## src/design/selector_xfer_consts.svh

```systemverilog
// Offsets, field positions, reset values and timing counts of the transfer block
`ifndef SELECTOR_XFER_CONSTS_SVH
`define SELECTOR_XFER_CONSTS_SVH

// Register byte addresses
`define REG_CTRL 8'h00
`define REG_COUNT 8'h04
`define REG_OUT_DATA 8'h08
`define REG_IN_DATA 8'h0C
`define REG_STATUS 8'h10
`define REG_EXIT 8'h14
`define REG_END_STATUS 8'h18

// Control register bits
`define CTRL_ENABLE 0
`define CTRL_CHAIN 1
`define CTRL_INBOUND 2
`define CTRL_HISPEED 3
`define CTRL_PRI_EN 4

// Status register bits
`define ST_SLICE_REQ 0
`define ST_STARVED 1
`define ST_FORCE 2
`define ST_STOP_ARM 3
`define ST_EOT 4
`define ST_OUT_FIRST 5
`define ST_OUT_SECOND 6
`define ST_IN_FIRST 7
`define ST_END_REQ 8

// Bus answers
`define RESP_OKAY 2'h0
`define RESP_SLVERR 2'h2

// Reset values
`define COUNT_RESET 16'h0000
`define BYTE_RESET 8'h00

// Timing: bus-out settling before the reply tag
`define CLK_MHZ 25
`define SETTLE_NS 260
`define SETTLE_CYC ((`SETTLE_NS * `CLK_MHZ + 999) / 1000)

`endif

```

## src/design/selector_xfer_pkg.sv

```systemverilog
// Types shared by the transfer block and its bench
package selector_xfer_pkg;

	// Outbound tag sequence, Gray coded along idle -> serve; idle -> stop flips both bits
	typedef enum logic [1:0] {
		OUT_IDLE = 2'b00,
		OUT_SERVE = 2'b01,
		OUT_STOP = 2'b11
	} out_phase_t;

	// Tags and bus arriving from the control unit
	typedef struct packed {
		logic srv_in;
		logic stat_in;
		logic data_in;
		logic [7:0] bus_in;
	} link_in_t;

	// Tags and bus driven toward the control unit
	typedef struct packed {
		logic srv_out;
		logic cmd_out;
		logic data_out;
		logic [7:0] bus_out;
	} link_out_t;

endpackage : selector_xfer_pkg

```

## src/design/selector_xfer.sv

```systemverilog
// Hardware-controlled byte transfer logic of a selector channel with AXI4-Lite registers
//
// Decided for this implementation: the register addresses and the AXI4-Lite slave port.
`timescale 1ns/100ps
`include "selector_xfer_consts.svh"

module selector_xfer (
	// Clock and reset
	input wire logic aclk,
	input wire logic aresetn,
	// AXI4-Lite write address and data
	input wire logic [7:0] awaddr,
	input wire logic awvalid,
	output logic awready,
	input wire logic [31:0] wdata,
	input wire logic [3:0] wstrb,
	input wire logic wvalid,
	output logic wready,
	// AXI4-Lite write response
	output logic [1:0] bresp,
	output logic bvalid,
	input wire logic bready,
	// AXI4-Lite read
	input wire logic [7:0] araddr,
	input wire logic arvalid,
	output logic arready,
	output logic [31:0] rdata,
	output logic [1:0] rresp,
	output logic rvalid,
	input wire logic rready,
	// Channel link
	input wire selector_xfer_pkg::link_in_t link_in,
	output selector_xfer_pkg::link_out_t link_out,
	// Processor service requests
	output logic byte_req,
	output logic buffer_starved_priority_req,
	output logic timeslice_force_flag
);
	import selector_xfer_pkg::*;

	////////////////////////////////////////////////////////////////////////////
	// State

	typedef struct packed {
		// Bus slave
		logic aw_got;
		logic w_got;
		logic [7:0] wr_addr;
		logic [31:0] wr_data;
		logic [3:0] wr_strb;
		logic awready;
		logic wready;
		logic bvalid;
		logic [1:0] bresp;
		logic arready;
		logic rvalid;
		logic [31:0] rdata;
		logic [1:0] rresp;
		// Control
		logic hw_transfer_enable_flag;
		logic segment_chain_flag;
		logic inbound_direction_flag;
		logic hispeed;
		logic pri_enable;
		logic [15:0] byte_count_reg;
		// Output stages
		logic [7:0] out_stage_first;
		logic [7:0] out_stage_second;
		logic out_first_full_flag;
		logic out_second_full;
		logic [3:0] settle_cnt;
		out_phase_t out_phase;
		// Input stages
		logic [7:0] in_stage_first;
		logic [7:0] in_stage_second;
		logic in_first_full_flag;
		logic in_first_via_data;
		// Tags and requests
		logic reply_tag_flag;
		logic alt_reply_tag_flag;
		logic cmd_out;
		logic stop_tag_arm_flag;
		logic slice_request_flag;
		logic end_req;
		logic end_of_transfer_flag;
		logic [7:0] end_status;
		logic starved;
		logic force_flag;
		logic byte_req;
	} state_t;

	localparam logic [3:0] SETTLE = 4'(`SETTLE_CYC);

	state_t s;
	state_t next_s;
	logic wr_go;
	logic rd_go;
	logic srv_valid;
	logic data_valid;
	logic carry;
	logic count_step;

	////////////////////////////////////////////////////////////////////////////
	// Next-state logic

	always_comb begin
		next_s = s;
		carry = 1'b0;
		count_step = 1'b0;
		srv_valid = link_in.srv_in & ~link_in.data_in;
		data_valid = link_in.data_in & ~link_in.srv_in;
		wr_go = s.aw_got & s.w_got & ~s.bvalid;
		rd_go = arvalid & s.arready;

		// Collect address and data in either order, one write at a time
		if (awvalid && s.awready) begin
			next_s.aw_got = 1'b1;
			next_s.wr_addr = awaddr;
		end
		if (wvalid && s.wready) begin
			next_s.w_got = 1'b1;
			next_s.wr_data = wdata;
			next_s.wr_strb = wstrb;
		end
		if (s.bvalid && bready) begin
			next_s.bvalid = 1'b0;
		end

		// Register writes; link events below win over software clears
		if (wr_go) begin
			next_s.aw_got = 1'b0;
			next_s.w_got = 1'b0;
			next_s.bvalid = 1'b1;
			next_s.bresp = `RESP_OKAY;
			case (s.wr_addr)
				`REG_CTRL: begin
					if (s.wr_strb[0]) begin
						next_s.hw_transfer_enable_flag = s.wr_data[`CTRL_ENABLE];
						next_s.segment_chain_flag = s.wr_data[`CTRL_CHAIN];
						next_s.inbound_direction_flag = s.wr_data[`CTRL_INBOUND];
						next_s.hispeed = s.wr_data[`CTRL_HISPEED];
						next_s.pri_enable = s.wr_data[`CTRL_PRI_EN];
					end
				end
				`REG_COUNT: begin
					if (s.wr_strb[0]) begin
						next_s.byte_count_reg[7:0] = s.wr_data[7:0];
					end
					if (s.wr_strb[1]) begin
						next_s.byte_count_reg[15:8] = s.wr_data[15:8];
					end
				end
				`REG_OUT_DATA: begin
					if (s.wr_strb[0]) begin
						next_s.out_stage_first = s.wr_data[7:0];
						next_s.out_first_full_flag = 1'b1;
						next_s.slice_request_flag = 1'b0;
						next_s.starved = 1'b0;
					end
				end
				`REG_STATUS: begin
					// Write one to clear
					if (s.wr_data[`ST_FORCE]) begin
						next_s.force_flag = 1'b0;
					end
					if (s.wr_data[`ST_EOT]) begin
						next_s.end_of_transfer_flag = 1'b0;
					end
					if (s.wr_data[`ST_END_REQ]) begin
						next_s.end_req = 1'b0;
					end
				end
				`REG_EXIT: begin
					// Chaining keeps the transfer running across segments
					if (!s.segment_chain_flag) begin
						next_s.hw_transfer_enable_flag = 1'b0;
					end
				end
				`REG_IN_DATA, `REG_END_STATUS: begin
					next_s.bresp = `RESP_OKAY;
				end
				default: begin
					next_s.bresp = `RESP_SLVERR;
				end
			endcase
		end

		// Register reads; reading the input byte is the processor taking it
		if (s.rvalid && rready) begin
			next_s.rvalid = 1'b0;
		end
		if (rd_go) begin
			next_s.rvalid = 1'b1;
			next_s.rresp = `RESP_OKAY;
			next_s.rdata = 32'h0000_0000;
			case (araddr)
				`REG_CTRL: begin
					next_s.rdata[`CTRL_ENABLE] = s.hw_transfer_enable_flag;
					next_s.rdata[`CTRL_CHAIN] = s.segment_chain_flag;
					next_s.rdata[`CTRL_INBOUND] = s.inbound_direction_flag;
					next_s.rdata[`CTRL_HISPEED] = s.hispeed;
					next_s.rdata[`CTRL_PRI_EN] = s.pri_enable;
				end
				`REG_COUNT: begin
					next_s.rdata[15:0] = s.byte_count_reg;
				end
				`REG_OUT_DATA: begin
					next_s.rdata[7:0] = s.out_stage_first;
				end
				`REG_IN_DATA: begin
					next_s.rdata[7:0] = s.in_stage_second;
					next_s.slice_request_flag = 1'b0;
					next_s.starved = 1'b0;
				end
				`REG_STATUS: begin
					next_s.rdata[`ST_SLICE_REQ] = s.slice_request_flag;
					next_s.rdata[`ST_STARVED] = s.starved;
					next_s.rdata[`ST_FORCE] = s.force_flag;
					next_s.rdata[`ST_STOP_ARM] = s.stop_tag_arm_flag;
					next_s.rdata[`ST_EOT] = s.end_of_transfer_flag;
					next_s.rdata[`ST_OUT_FIRST] = s.out_first_full_flag;
					next_s.rdata[`ST_OUT_SECOND] = s.out_second_full;
					next_s.rdata[`ST_IN_FIRST] = s.in_first_full_flag;
					next_s.rdata[`ST_END_REQ] = s.end_req;
				end
				`REG_EXIT: begin
					next_s.rdata = 32'h0000_0000;
				end
				`REG_END_STATUS: begin
					next_s.rdata[7:0] = s.end_status;
				end
				default: begin
					next_s.rresp = `RESP_SLVERR;
				end
			endcase
		end

		////////////////////////////////////////////////////////////////////////
		// Outbound transfer
		if (!s.inbound_direction_flag) begin
			// Settling delay so bus-out deskews before service-out
			if (!s.out_second_full || s.out_phase != OUT_IDLE) begin
				next_s.settle_cnt = 4'h0;
			end else if (s.settle_cnt != SETTLE) begin
				next_s.settle_cnt = s.settle_cnt + 4'h1;
			end
			// Runs regardless of transfer enable so staged bytes drain
			case (s.out_phase)
				OUT_IDLE: begin
					if (link_in.srv_in && s.stop_tag_arm_flag) begin
						next_s.out_phase = OUT_STOP;
						next_s.cmd_out = 1'b1;
					end else if (link_in.srv_in && s.out_second_full && s.settle_cnt == SETTLE) begin
						next_s.out_phase = OUT_SERVE;
						next_s.reply_tag_flag = 1'b1;
					end
				end
				OUT_SERVE: begin
					if (!link_in.srv_in) begin
						next_s.out_phase = OUT_IDLE;
						next_s.reply_tag_flag = 1'b0;
						next_s.out_second_full = 1'b0;
						count_step = 1'b1;
						if (!next_s.out_first_full_flag) begin
							next_s.starved = 1'b1;
						end
					end
				end
				OUT_STOP: begin
					if (!link_in.srv_in) begin
						next_s.out_phase = OUT_IDLE;
						next_s.cmd_out = 1'b0;
					end
				end
				default: begin
					next_s.out_phase = OUT_IDLE;
					next_s.reply_tag_flag = 1'b0;
					next_s.cmd_out = 1'b0;
				end
			endcase
			// Refill the second stage and, while transfer is enabled, ask for the next byte
			if (next_s.out_first_full_flag && !next_s.out_second_full) begin
				next_s.out_stage_second = next_s.out_stage_first;
				next_s.out_second_full = 1'b1;
				next_s.out_first_full_flag = 1'b0;
				if (s.hw_transfer_enable_flag) begin
					next_s.slice_request_flag = 1'b1;
				end
			end
			// Device end: staged bytes stay unsent and uncounted
			if (link_in.stat_in && !s.stop_tag_arm_flag && s.out_phase == OUT_IDLE
				&& s.out_first_full_flag && s.out_second_full && !s.slice_request_flag) begin
				next_s.end_of_transfer_flag = 1'b1;
				next_s.end_req = 1'b1;
				next_s.end_status = link_in.bus_in;
			end
		////////////////////////////////////////////////////////////////////////
		// Inbound transfer
		end else begin
			if (s.reply_tag_flag && !link_in.srv_in) begin
				next_s.reply_tag_flag = 1'b0;
			end
			if (s.alt_reply_tag_flag && !link_in.data_in) begin
				next_s.alt_reply_tag_flag = 1'b0;
			end
			// Latch only while both out tags are idle
			if (!s.in_first_full_flag && !s.reply_tag_flag && !s.alt_reply_tag_flag) begin
				if (srv_valid) begin
					next_s.in_stage_first = link_in.bus_in;
					next_s.in_first_full_flag = 1'b1;
					next_s.in_first_via_data = 1'b0;
					next_s.reply_tag_flag = 1'b1;
				end else if (s.hispeed && data_valid) begin
					next_s.in_stage_first = link_in.bus_in;
					next_s.in_first_full_flag = 1'b1;
					next_s.in_first_via_data = 1'b1;
				end
			end
			// Processor behind the control unit
			if (s.in_first_full_flag && s.slice_request_flag) begin
				next_s.starved = 1'b1;
			end
			// Advance only once the processor took the previous byte
			if (s.in_first_full_flag && !s.slice_request_flag && s.hw_transfer_enable_flag) begin
				next_s.in_stage_second = s.in_stage_first;
				next_s.in_first_full_flag = 1'b0;
				next_s.slice_request_flag = 1'b1;
				count_step = 1'b1;
				if (s.in_first_via_data) begin
					next_s.alt_reply_tag_flag = 1'b1;
				end
			end
		end

		// Byte count and its carry
		if (count_step) begin
			{carry, next_s.byte_count_reg} = {1'b0, s.byte_count_reg} + 17'h00001;
			if (carry) begin
				if (s.segment_chain_flag) begin
					next_s.inbound_direction_flag = 1'b0;
				end else begin
					next_s.stop_tag_arm_flag = 1'b1;
				end
			end
		end

		// Status-in after a stop ends the transfer
		if (link_in.stat_in && s.stop_tag_arm_flag) begin
			next_s.stop_tag_arm_flag = 1'b0;
			next_s.end_req = 1'b1;
			next_s.end_status = link_in.bus_in;
		end
		if (s.segment_chain_flag) begin
			next_s.stop_tag_arm_flag = 1'b0;
		end

		// Priority override
		if (next_s.starved && s.pri_enable) begin
			next_s.force_flag = 1'b1;
		end

		// Handshake readies and combined request
		next_s.awready = ~next_s.aw_got & ~next_s.bvalid;
		next_s.wready = ~next_s.w_got & ~next_s.bvalid;
		next_s.arready = ~next_s.rvalid;
		next_s.byte_req = next_s.slice_request_flag | next_s.end_req;
	end

	////////////////////////////////////////////////////////////////////////////
	// State register

	always_ff @(posedge aclk) begin
		if (!aresetn) begin
			s <= '0;
			s.out_phase <= OUT_IDLE;
			s.byte_count_reg <= `COUNT_RESET;
			s.end_status <= `BYTE_RESET;
		end else begin
			s <= next_s;
		end
	end

	////////////////////////////////////////////////////////////////////////////
	// Outputs, all straight from the state register

	assign awready = s.awready;
	assign wready = s.wready;
	assign bvalid = s.bvalid;
	assign bresp = s.bresp;
	assign arready = s.arready;
	assign rvalid = s.rvalid;
	assign rdata = s.rdata;
	assign rresp = s.rresp;
	// One driver for the whole link struct
	assign link_out = '{srv_out: s.reply_tag_flag, cmd_out: s.cmd_out, data_out: s.alt_reply_tag_flag,
		bus_out: s.out_stage_second};
	assign byte_req = s.byte_req;
	assign buffer_starved_priority_req = s.starved;
	assign timeslice_force_flag = s.force_flag;

endmodule : selector_xfer

```

## config.mk

```make
export PLATFORM = sky130hd
export DESIGN_NAME = selector_xfer
export DESIGN_NICKNAME = d
export VERILOG_FILES = /design/src/design/selector_xfer_pkg.sv /design/src/design/selector_xfer.sv
export VERILOG_INCLUDE_DIRS = /design/src /design/src/design
export SDC_FILE = /design/constraint.sdc
export NUM_CORES = 1
export LEC_CHECK = 0
export ABC_AREA = 1
export BUFFER_PORTS_ARGS = -buffer_cell sky130_fd_sc_hd__buf_2
export CAP_MARGIN = 20
export CORE_UTILIZATION = 50
export CTS_CLUSTER_SIZE = 20
export DETAILED_ROUTE_END_ITERATION = 16
export PLACE_DENSITY = 0.79
export SLEW_MARGIN = 15
export SYNTH_ARGS = -nofsm -noshare
export SYNTH_HDL_FRONTEND = slang
export SYNTH_SLANG_ARGS = --single-unit
```

## constraint.sdc

```tcl
create_clock -name aclk -period 1.7 [get_ports aclk]
set_input_delay 0.255 -clock aclk [delete_from_list [all_inputs] [get_ports aclk]]
set_output_delay 0.255 -clock aclk [all_outputs]
set_load 0.05 [all_outputs]
```

After elaboration in Yosys (flattened, before gate mapping)
Index checks and enable logic that the tools add are counted.

operators by class
  add/subtract/negate cells = 2
  eq/ne operators = 27
  multiplexer cells = 92
  bitwise gates (word level) = 18
  reductions and logical operators = 69

operators by type and width
  cell                     number
  $mux W8                  8
  $mux W1                  52
  $eq A8 B5 Y1 const B     6
  $mux W35                 1
  $eq A8 B4 Y1 const B     4
  $mux W16                 2
  $pmux W5 S6              1
  $mux W27                 1
  $reduce_bool A2 Y1       13
  $logic_and A1 B1 Y1      23
  $mux W2                  11
  $reduce_and A3 Y1        7
  $mux W10                 2
  $add A16 B1 Y17 const B  1
  $eq A8 B3 Y1 const B     2
  $logic_not A8 Y1         2
  $pmux W3 S5              1
  $reduce_or A7 Y1         2
  $mux W3                  4
  $ne A2 B2 Y1 const B     6
  $ne A3 B3 Y1 const B     4
  $reduce_and A4 Y1        3
  $not A1 Y1               10
  $reduce_and A2 Y1        5
  20 further kinds         37

word-level totals
  register bits after elaboration = 134
  input port bits = 70
  output and inout port bits = 55
  word-level logic and storage cells = 249

Logic depth before layout (Yosys ltp)
Gate-level depths: netlist of the first run.

  word-level depth = 12
  depth in mapped cells = 12
  mapped depth without buffers = 11

Least setup slack after synthesis of the first run
OpenSTA, ideal clock, no wires.

  path kind = flip-flop to flip-flop
  start = register s, in the netlist bvalid
  end = register s, in the netlist link_out[0]
  setup time = 0.113 ns
  arrival time = 1.510 ns
  data required time = 1.587 ns
  path slack = 0.078 ns
  stages on the path, launching flop included = 11
  path buffers = 1
  clock period less this slack = 1.622 ns
  cell sequence = dfxtp_1 inv_1 nand3_4 nor2_4 nand2_4 nand2_2 inv_2 nor2_8 buf_6 nor2_1 nor2_1

on the way
  word-level cells in the longest chain between the ends = 5
  elaborated cells between the ends (all ways) = 6

ends and longest elaborated chain
  element                      RTL line              text
  start, declared              selector_xfer.sv:94   state_t s;
  start signal, assigned       selector_xfer.sv:379  s <= next_s;
  $not A1 Y1 (*)               selector_xfer.sv:112  wr_go = s.aw_got & s.w_got & ~s.bvalid;
  $and A1 B1 Y1 (*)            selector_xfer.sv:112
  $mux W1                      selector_xfer.sv:130  if (wr_go) begin
  $logic_and A1 B1 Y1          selector_xfer.sv:282  if (next_s.out_first_full_flag && !next_s.out_second_full) begin
  $reduce_and A2 Y1 (no line)  n/a

Mark *: on every way between the ends. The rest lies on a longest branch, timed or not. The select of a mux whose other input is x is not followed.
A chain may end at the register's enable or synchronous reset.

Final worst setup path of the first run
  start = register s[166] in the netlist's numbering
  end = register s, in the netlist link_out[0]

on the way
  word-level cells in the longest chain between the ends = 5
  elaborated cells between the ends (all ways) = 6

ends and longest elaborated chain
  element                         RTL line
  $and A1 B1 Y1 (*) (2 in a row)  selector_xfer.sv:112
  $mux W1                         selector_xfer.sv:130
  $logic_and A1 B1 Y1             selector_xfer.sv:282
  $reduce_and A2 Y1 (no line)     n/a

Marks and branches as above.

==> results.toml, run 1 <==
[sta]
timing.fmax_mhz = 625.9
final.setup_skew_ns = 0.006707
period_share_pct = 93.99
timing_max_transition_violations_final = 0
final_period_minus_worst_setup_slack_ns = 1.598
grt_setup_unrepaired = "no"
setup_tns_ns = 0
count_of_endpoints_failing_hold_in_the_final_timing_report = 0
finalSetupViolations = 0

[grt]
number_of_global_route_vias_before_repair = 5542
grt.overflow.total = 0
globalRouteTotalUtil_pct = 25.44
grt_antenna_before_repair = 0
grt_start_max_net_pins = 33
grt_pass1_wl_um = 26310

[detailed_routing]
drt-pass1-iter-count = 5
route.layer.met1.wl_um = 7717
wire_length_on_met2_um = 7317
wire_length_per_cell_after_detailed_routing_um = 13.66
route.detailed.vias_per_inst = 5.168
met3RoutedLength_um = 1228
drtAntennaViolNets = 0
wirelength_um = 16610
vias = 6284
detailedRoute.firstIterationViolations = 530
drc_errors = 0
topRoutingLayerUsed = "met4"

[power]
cellInternalPower_w = 0.005603
share_comb_of_total_power_pct = 11.3
total_leakage_power_nw = 3.427
p_switching_w = 0.002015
total_power_w = 0.007618
ir_drop_worst_vdd_uv = 582.4
power.clock.fraction_pct = 45.1
power_per_cell_area_nw_per_um2 = 1002
power_switching_share_pct = 26.45
seq_power_share_pct = 43.6

[placed_design]
dp_hpwl_um = 11960
place_congestion = 0.9246
placement.io_buffers = 88
numPlacedInstances = 1183

[final_layout]
final_cell_utilization_of_the_core_pct = 60.00
commonest_non_fill_non_tap_cell_in_the_layout = "nand2_1"
final.fill_count = 1227
synthToLayoutAreaGrowth_pct = 16.40
layoutNonFillerInstCount = 1216
layout_common_cells = "193 x nand2_1, 147 x nor2_1, 131 x dfxtp_1, 96 x o21ai_0, 88 x buf_2"
post_route_cells_drive_above_1_share_pct = 17.91
antenna_cells_inserted = 0
nets = 1105

[floorplanning]
starting_density_pct = 51.55
fp.dieArea_um2 = 13520
fp.dieW_um = 116.3
placeable_area_um2 = 12670
rows = 41
fp.dieH_um = 116.3
pin_count = 125

[synth]
yosysSeqAreaShare_pct = 40.46
synth_cell_types = 38
asyncSetResetFlopFracSynth_pct = 0
post_synth_instance_area_um2 = 6531
yosys_warnings = 0
ys_seq_elements = 132
synth_area_per_cell_um2 = 6.846
leading_register_cell_type_out_of_synthesis = "dfxtp_1"
synth-edff-count = 0
netlist_instances = 954

[run]
maxCapViolCount = 0

[worst_setup_path]
worstPathArrival_ns = 1.92
worst-setup-path-type = "flip-flop to flip-flop"
timing.critical_path.to_type = "flip-flop"
crit_fanout = 19
startpoint_type = "flip-flop"
worst-endpoint-required_ns = 2.02

[clock_network]
cts-root-buf = "clkbuf_16"
cts_made_buffers = 17
clk_transition_reported_paths_ns = 0.05
clk-insertion-delay-late_ns = 0.42
cts_max_level = 4
cts.path.max_buffers = 2
numClockSinks = 132
clock_tree_from_tritoncts = "yes"

[worst_hold_path]
timing.hold.worst.class = "primary input to flip-flop"

[run_status]
outcome = "finished, final reports clean"
==> final cells by class <==
type / count / area (um^2) / share of cell area (%)
repair buffers: 122 / 733.2 / 9.645
flip-flops and latches: 132 / 2644 / 34.78
inverters: 90 / 341.6 / 4.493
well taps: 172 / 215.2 / 2.831
multi-input cells: 670 / 3123 / 41.08
clock buffers: 25 / 495.5 / 6.517
clock inverters: 5 / 50.05 / 0.6583
==> flip-flops by register name, indices dropped and copies added (netlist names) <==
name	count
arready	1
awready	1
bresp	1
buffer_starved_priority_req	1
bvalid	1
byte_req	1
link_out	11
rdata	16
rresp	1
rvalid	1
s	95
timeslice_force_flag	1
wready	1
==> stage by stage <==
stage               instance area, um^2  setup WS (ns)  hold slack (ns)
finish                             7602         0.1022          0.08124
floorplan                          6595        0.07773           0.3899
CTS                                7559        0.08045          0.06976
global route                       7602      0.0008715          0.08190
detailed placement                 7013         0.1076           0.4491
global placement                   7013         0.1329           0.4425
==> repair_timing <==
action,CTS,global route
gates resized for setup,0,6
setup endpoints to repair,0,15
hold buffers,0,0
hold endpoints to repair,0,0
buffers inserted,0,2
==> final timing paths <==
check             cells past startpoint  slack, ns          end        from
setup reg to reg                      9       0.10  link_out[0]      s[166]
hold reg to reg                       2       0.46       s[137]      s[137]
setup / recovery                      9       0.10  link_out[0]      s[166]
hold / removal                        3       0.08         s[5]  link_in[2]
==> routing by layer <==
metal | vias up | track usage [%]
met5 | - | 0
met4 | 0 | 10.51
met3 | 28 | 4.878
met2 | 257 | 39.96
met1 | 2815 | 34.23
li1 | 3184 | -
==> power groups by stage <==
stage                     sequential [W]  clock, W  combinational (W)
after floorplan                  0.00339         0           0.000669
after global placement           0.00338         0           0.000837
after detailed placement         0.00339         0           0.000847
after CTS                        0.00332   0.00345           0.000852
after global routing             0.00334   0.00360           0.000950
final                            0.00332   0.00343           0.000859
==> synthesized netlist by cell type, drive strengths merged, types with 4 or more instances <==
master	count	area, um^2
xor2	4	35.03
nand4	11	68.82
inv	90	337.8
buf	61	444.2
nor2	160	676.9
clkbuf	19	71.32
nand2	200	775.7
nor3	7	51.30
o21ai	99	503.0
a21oi	74	381.6
dfxtp	132	2643
nand3	81	422.9
==> cell families (layout without fill, tap and decap cells) <==
| family | count (synthesis) | after routing | share of synthesized area, % |
|---|---|---|---|
| AO/OA/AOI/OAI | 181 | 181 | 14.44 |
| other | 1 | 18 | 0.05742 |
| flip-flops | 132 | 132 | 40.46 |
| buffers and inverters | 170 | 242 | 13.07 |
| adder cells (fa/ha/maj) | 2 | 2 | 0.3831 |
| AND/OR/NAND/NOR | 464 | 465 | 31.05 |
| XOR/XNOR | 4 | 4 | 0.5363 |
==> critical path, cell delays in order, from the launching register on <==
cell,delay [ns]
dfxtp_1,0.40
nand3_4,0.19
nor2_4,0.20
nand2_4,0.15
nand2_2,0.12
inv_2,0.09
nor2_8,0.16
nand2_1,0.08
nand2_1,0.07
nor2_1,0.04
Power figures use the tool's default switching activity.
==> inputs of run 2 (changes only) <==
--- a/config.mk
+++ b/config.mk
@@ -12,7 +12,7 @@
 export CORE_UTILIZATION = 50
 export CTS_CLUSTER_SIZE = 20
 export DETAILED_ROUTE_END_ITERATION = 16
-export PLACE_DENSITY = 0.79
+export PLACE_DENSITY = 0.82
 export SLEW_MARGIN = 15
 export SYNTH_ARGS = -nofsm -noshare
 export SYNTH_HDL_FRONTEND = slang
==> results.toml, run 2 (synthesized netlist as in run 1, its figures left out) <==
[run_status]
outcome = "finished, final reports clean"

[floorplanning]
fp.dieArea_um2 = 13520
fp.dieH_um = 116.3
pin_count = 125
starting_density_pct = 51.55
rows = 41
fp.dieW_um = 116.3
placeable_area_um2 = 12670

[grt]
grt_start_max_net_pins = 35
gr-usage-met3_pct = 5.656
grtUsageMet2_pct = 37.95
busiest_layer = "met2"
grt_pass1_wl_um = 25940
grt_antenna_before_repair = 0
globalRouteTotalUtil_pct = 25.08
grt.overflow.total = 0
gr-usage-met1_pct = 33.58
number_of_global_route_vias_before_repair = 5431

[final_layout]
final.fill_count = 1194
seq_area_um2 = 2644
nets = 1102
regMostFlops = "s"
final_design_area_no_fill_um2 = 7615
synthToLayoutAreaGrowth_pct = 16.59
largest_register_ff_count = 95
final_cell_utilization_of_the_core_pct = 60.10
commonest_non_fill_non_tap_cell_in_the_layout = "nand2_1"
layout_common_cells = "192 x nand2_1, 149 x nor2_1, 131 x dfxtp_1, 96 x o21ai_0, 88 x buf_2"
antenna_cells_inserted = 0
post_route_cells_drive_above_1_share_pct = 17.83
multi_input_area_um2 = 3141
layoutNonFillerInstCount = 1215

[placed_design]
numPlacedInstances = 1182
dpl_cell_area_um2 = 6993
place_congestion = 0.9270
dp_hpwl_um = 11830
placement.io_buffers = 88

[power]
total_power_w = 0.007759
seq_power_share_pct = 42.8
cellInternalPower_w = 0.005715
total_leakage_power_nw = 3.433
power_per_cell_area_nw_per_um2 = 1019
p_switching_w = 0.002044
share_comb_of_total_power_pct = 11.0
ir_drop_worst_vdd_uv = 632.7
power.clock.fraction_pct = 46.2
power_switching_share_pct = 26.34

[clock_network]
clk_transition_reported_paths_ns = 0.06
clk-insertion-delay-late_ns = 0.43
clock_tree_from_tritoncts = "yes"
cts.path.max_buffers = 2
numClockSinks = 132
cts_made_buffers = 17
cts_max_level = 4
post_cts_setup_buffer_count = 0
cts-root-buf = "clkbuf_16"

[sta]
finalSetupViolations = 0
timing.fmax_mhz = 644.7
final_period_minus_worst_setup_slack_ns = 1.551
timing_max_transition_violations_final = 0
period_share_pct = 91.25
holdWs_ns = 0.07013
final.setup_skew_ns = 0.006533
count_of_endpoints_failing_hold_in_the_final_timing_report = 0

[worst_setup_path]
rr_worst_depth = 8
worst-endpoint-required_ns = 2.02
worst-setup-path-type = "flip-flop to flip-flop"
crit_fanout = 5
worst_r2r_startpoint = "s[60]"
worstPathArrival_ns = 1.87
critical_path.reg2reg.endpoint = "s[66]"
timing.critical_path.to_type = "flip-flop"
startpoint_type = "flip-flop"
timing.reg2reg.setup_slack_ns = 0.15

[run]
maxCapViolCount = 0

[detailed_routing]
vias = 6244
drc_errors = 0
wirelength_um = 16420
detailedRoute.firstIterationViolations = 431
route.detailed.vias_per_inst = 5.139
drt-pass1-iter-count = 6
drtAntennaViolNets = 0
wire_length_per_cell_after_detailed_routing_um = 13.51

[worst_hold_path]
timing.hold.worst.start = "link_in[2]"
timing.hold.worst.class = "primary input to flip-flop"
whs_path_depth = 3
min_to = "s[5]"
run 2: cell types whose count changed in the layout (fill, tap and decap cells not counted), moves of 2 or more:
cell | before | now
buf_4 | 31 | 29
clkbuf_1 | 4 | 2
clkinv_2 | 4 | 6
nor2_1 | 147 | 149
nor2_2 | 4 | 1
run 2: cell type report:
type / instances / area share, %
sequential: 132 / 34.72
tap: 172 / 2.826
clock inverter: 10 / 1.380
clock buffer: 22 / 6.227
timing repair buffer: 119 / 9.169
multi-input combinational: 670 / 41.24
inverter: 90 / 4.436
run 2: what timing repair did:
| action | CTS | global route |
|---|---|---|
| hold buffers | 0 | 0 |
| setup endpoints to repair | 0 | 22 |
| resized for setup | 0 | 7 |
run 2: critical path, stage by stage (launching register included):
cell	delay, ns
dfxtp_1	0.40
ha_1	0.21
nand3_1	0.17
nor2_1	0.24
nor2_1	0.06
o21ai_0	0.14
o21ai_0	0.09
nor2_1	0.09
nor2_1	0.04
run 2: layer usage:
| metal | vias to the layer above | part of all wire [%] |
|---|---|---|
| met5 | - | 0 |
| met2 | 241 | 44 |
| met1 | 2790 | 46 |
| met3 | 38 | 7.8 |
| met4 | 0 | 2.7 |
| li1 | 3175 | - |
run 2: power groups by stage:
stage	registers (W)	logic (W)	clock network, W
after detailed placement	0.00338	0.000838	0
after floorplan	0.00339	0.000669	0
after global placement	0.00338	0.000829	0
after global routing	0.00334	0.000940	0.00375
after CTS	0.00332	0.000843	0.00362
final	0.00332	0.000851	0.00358
run 2: worst max-delay path by stage:
stage | start | to | slack [ns] | cells after the start
4_1_cts | s[13] | s[67] | 0.06 | 8
2_1_floorplan | bvalid | link_out[0] | 0.08 | 10
3_3_place_gp | s[13] | s[61] | 0.1 | 8
3_5_place_dp | s[13] | s[65] | 0.06 | 8
5_1_grt | s[161] | link_out[0] | -0.002 | 11
6_report | s[60] | s[66] | 0.15 | 8
run 2: per-stage QoR:
stage / setup WS, ns / setup TNS, ns
floorplan: 0.07773 / 0
global placement: 0.09907 / 0
detailed placement: 0.06298 / 0
CTS: 0.05980 / 0
global route: -0.001886 / -0.002429
finish: 0.1488 / 0
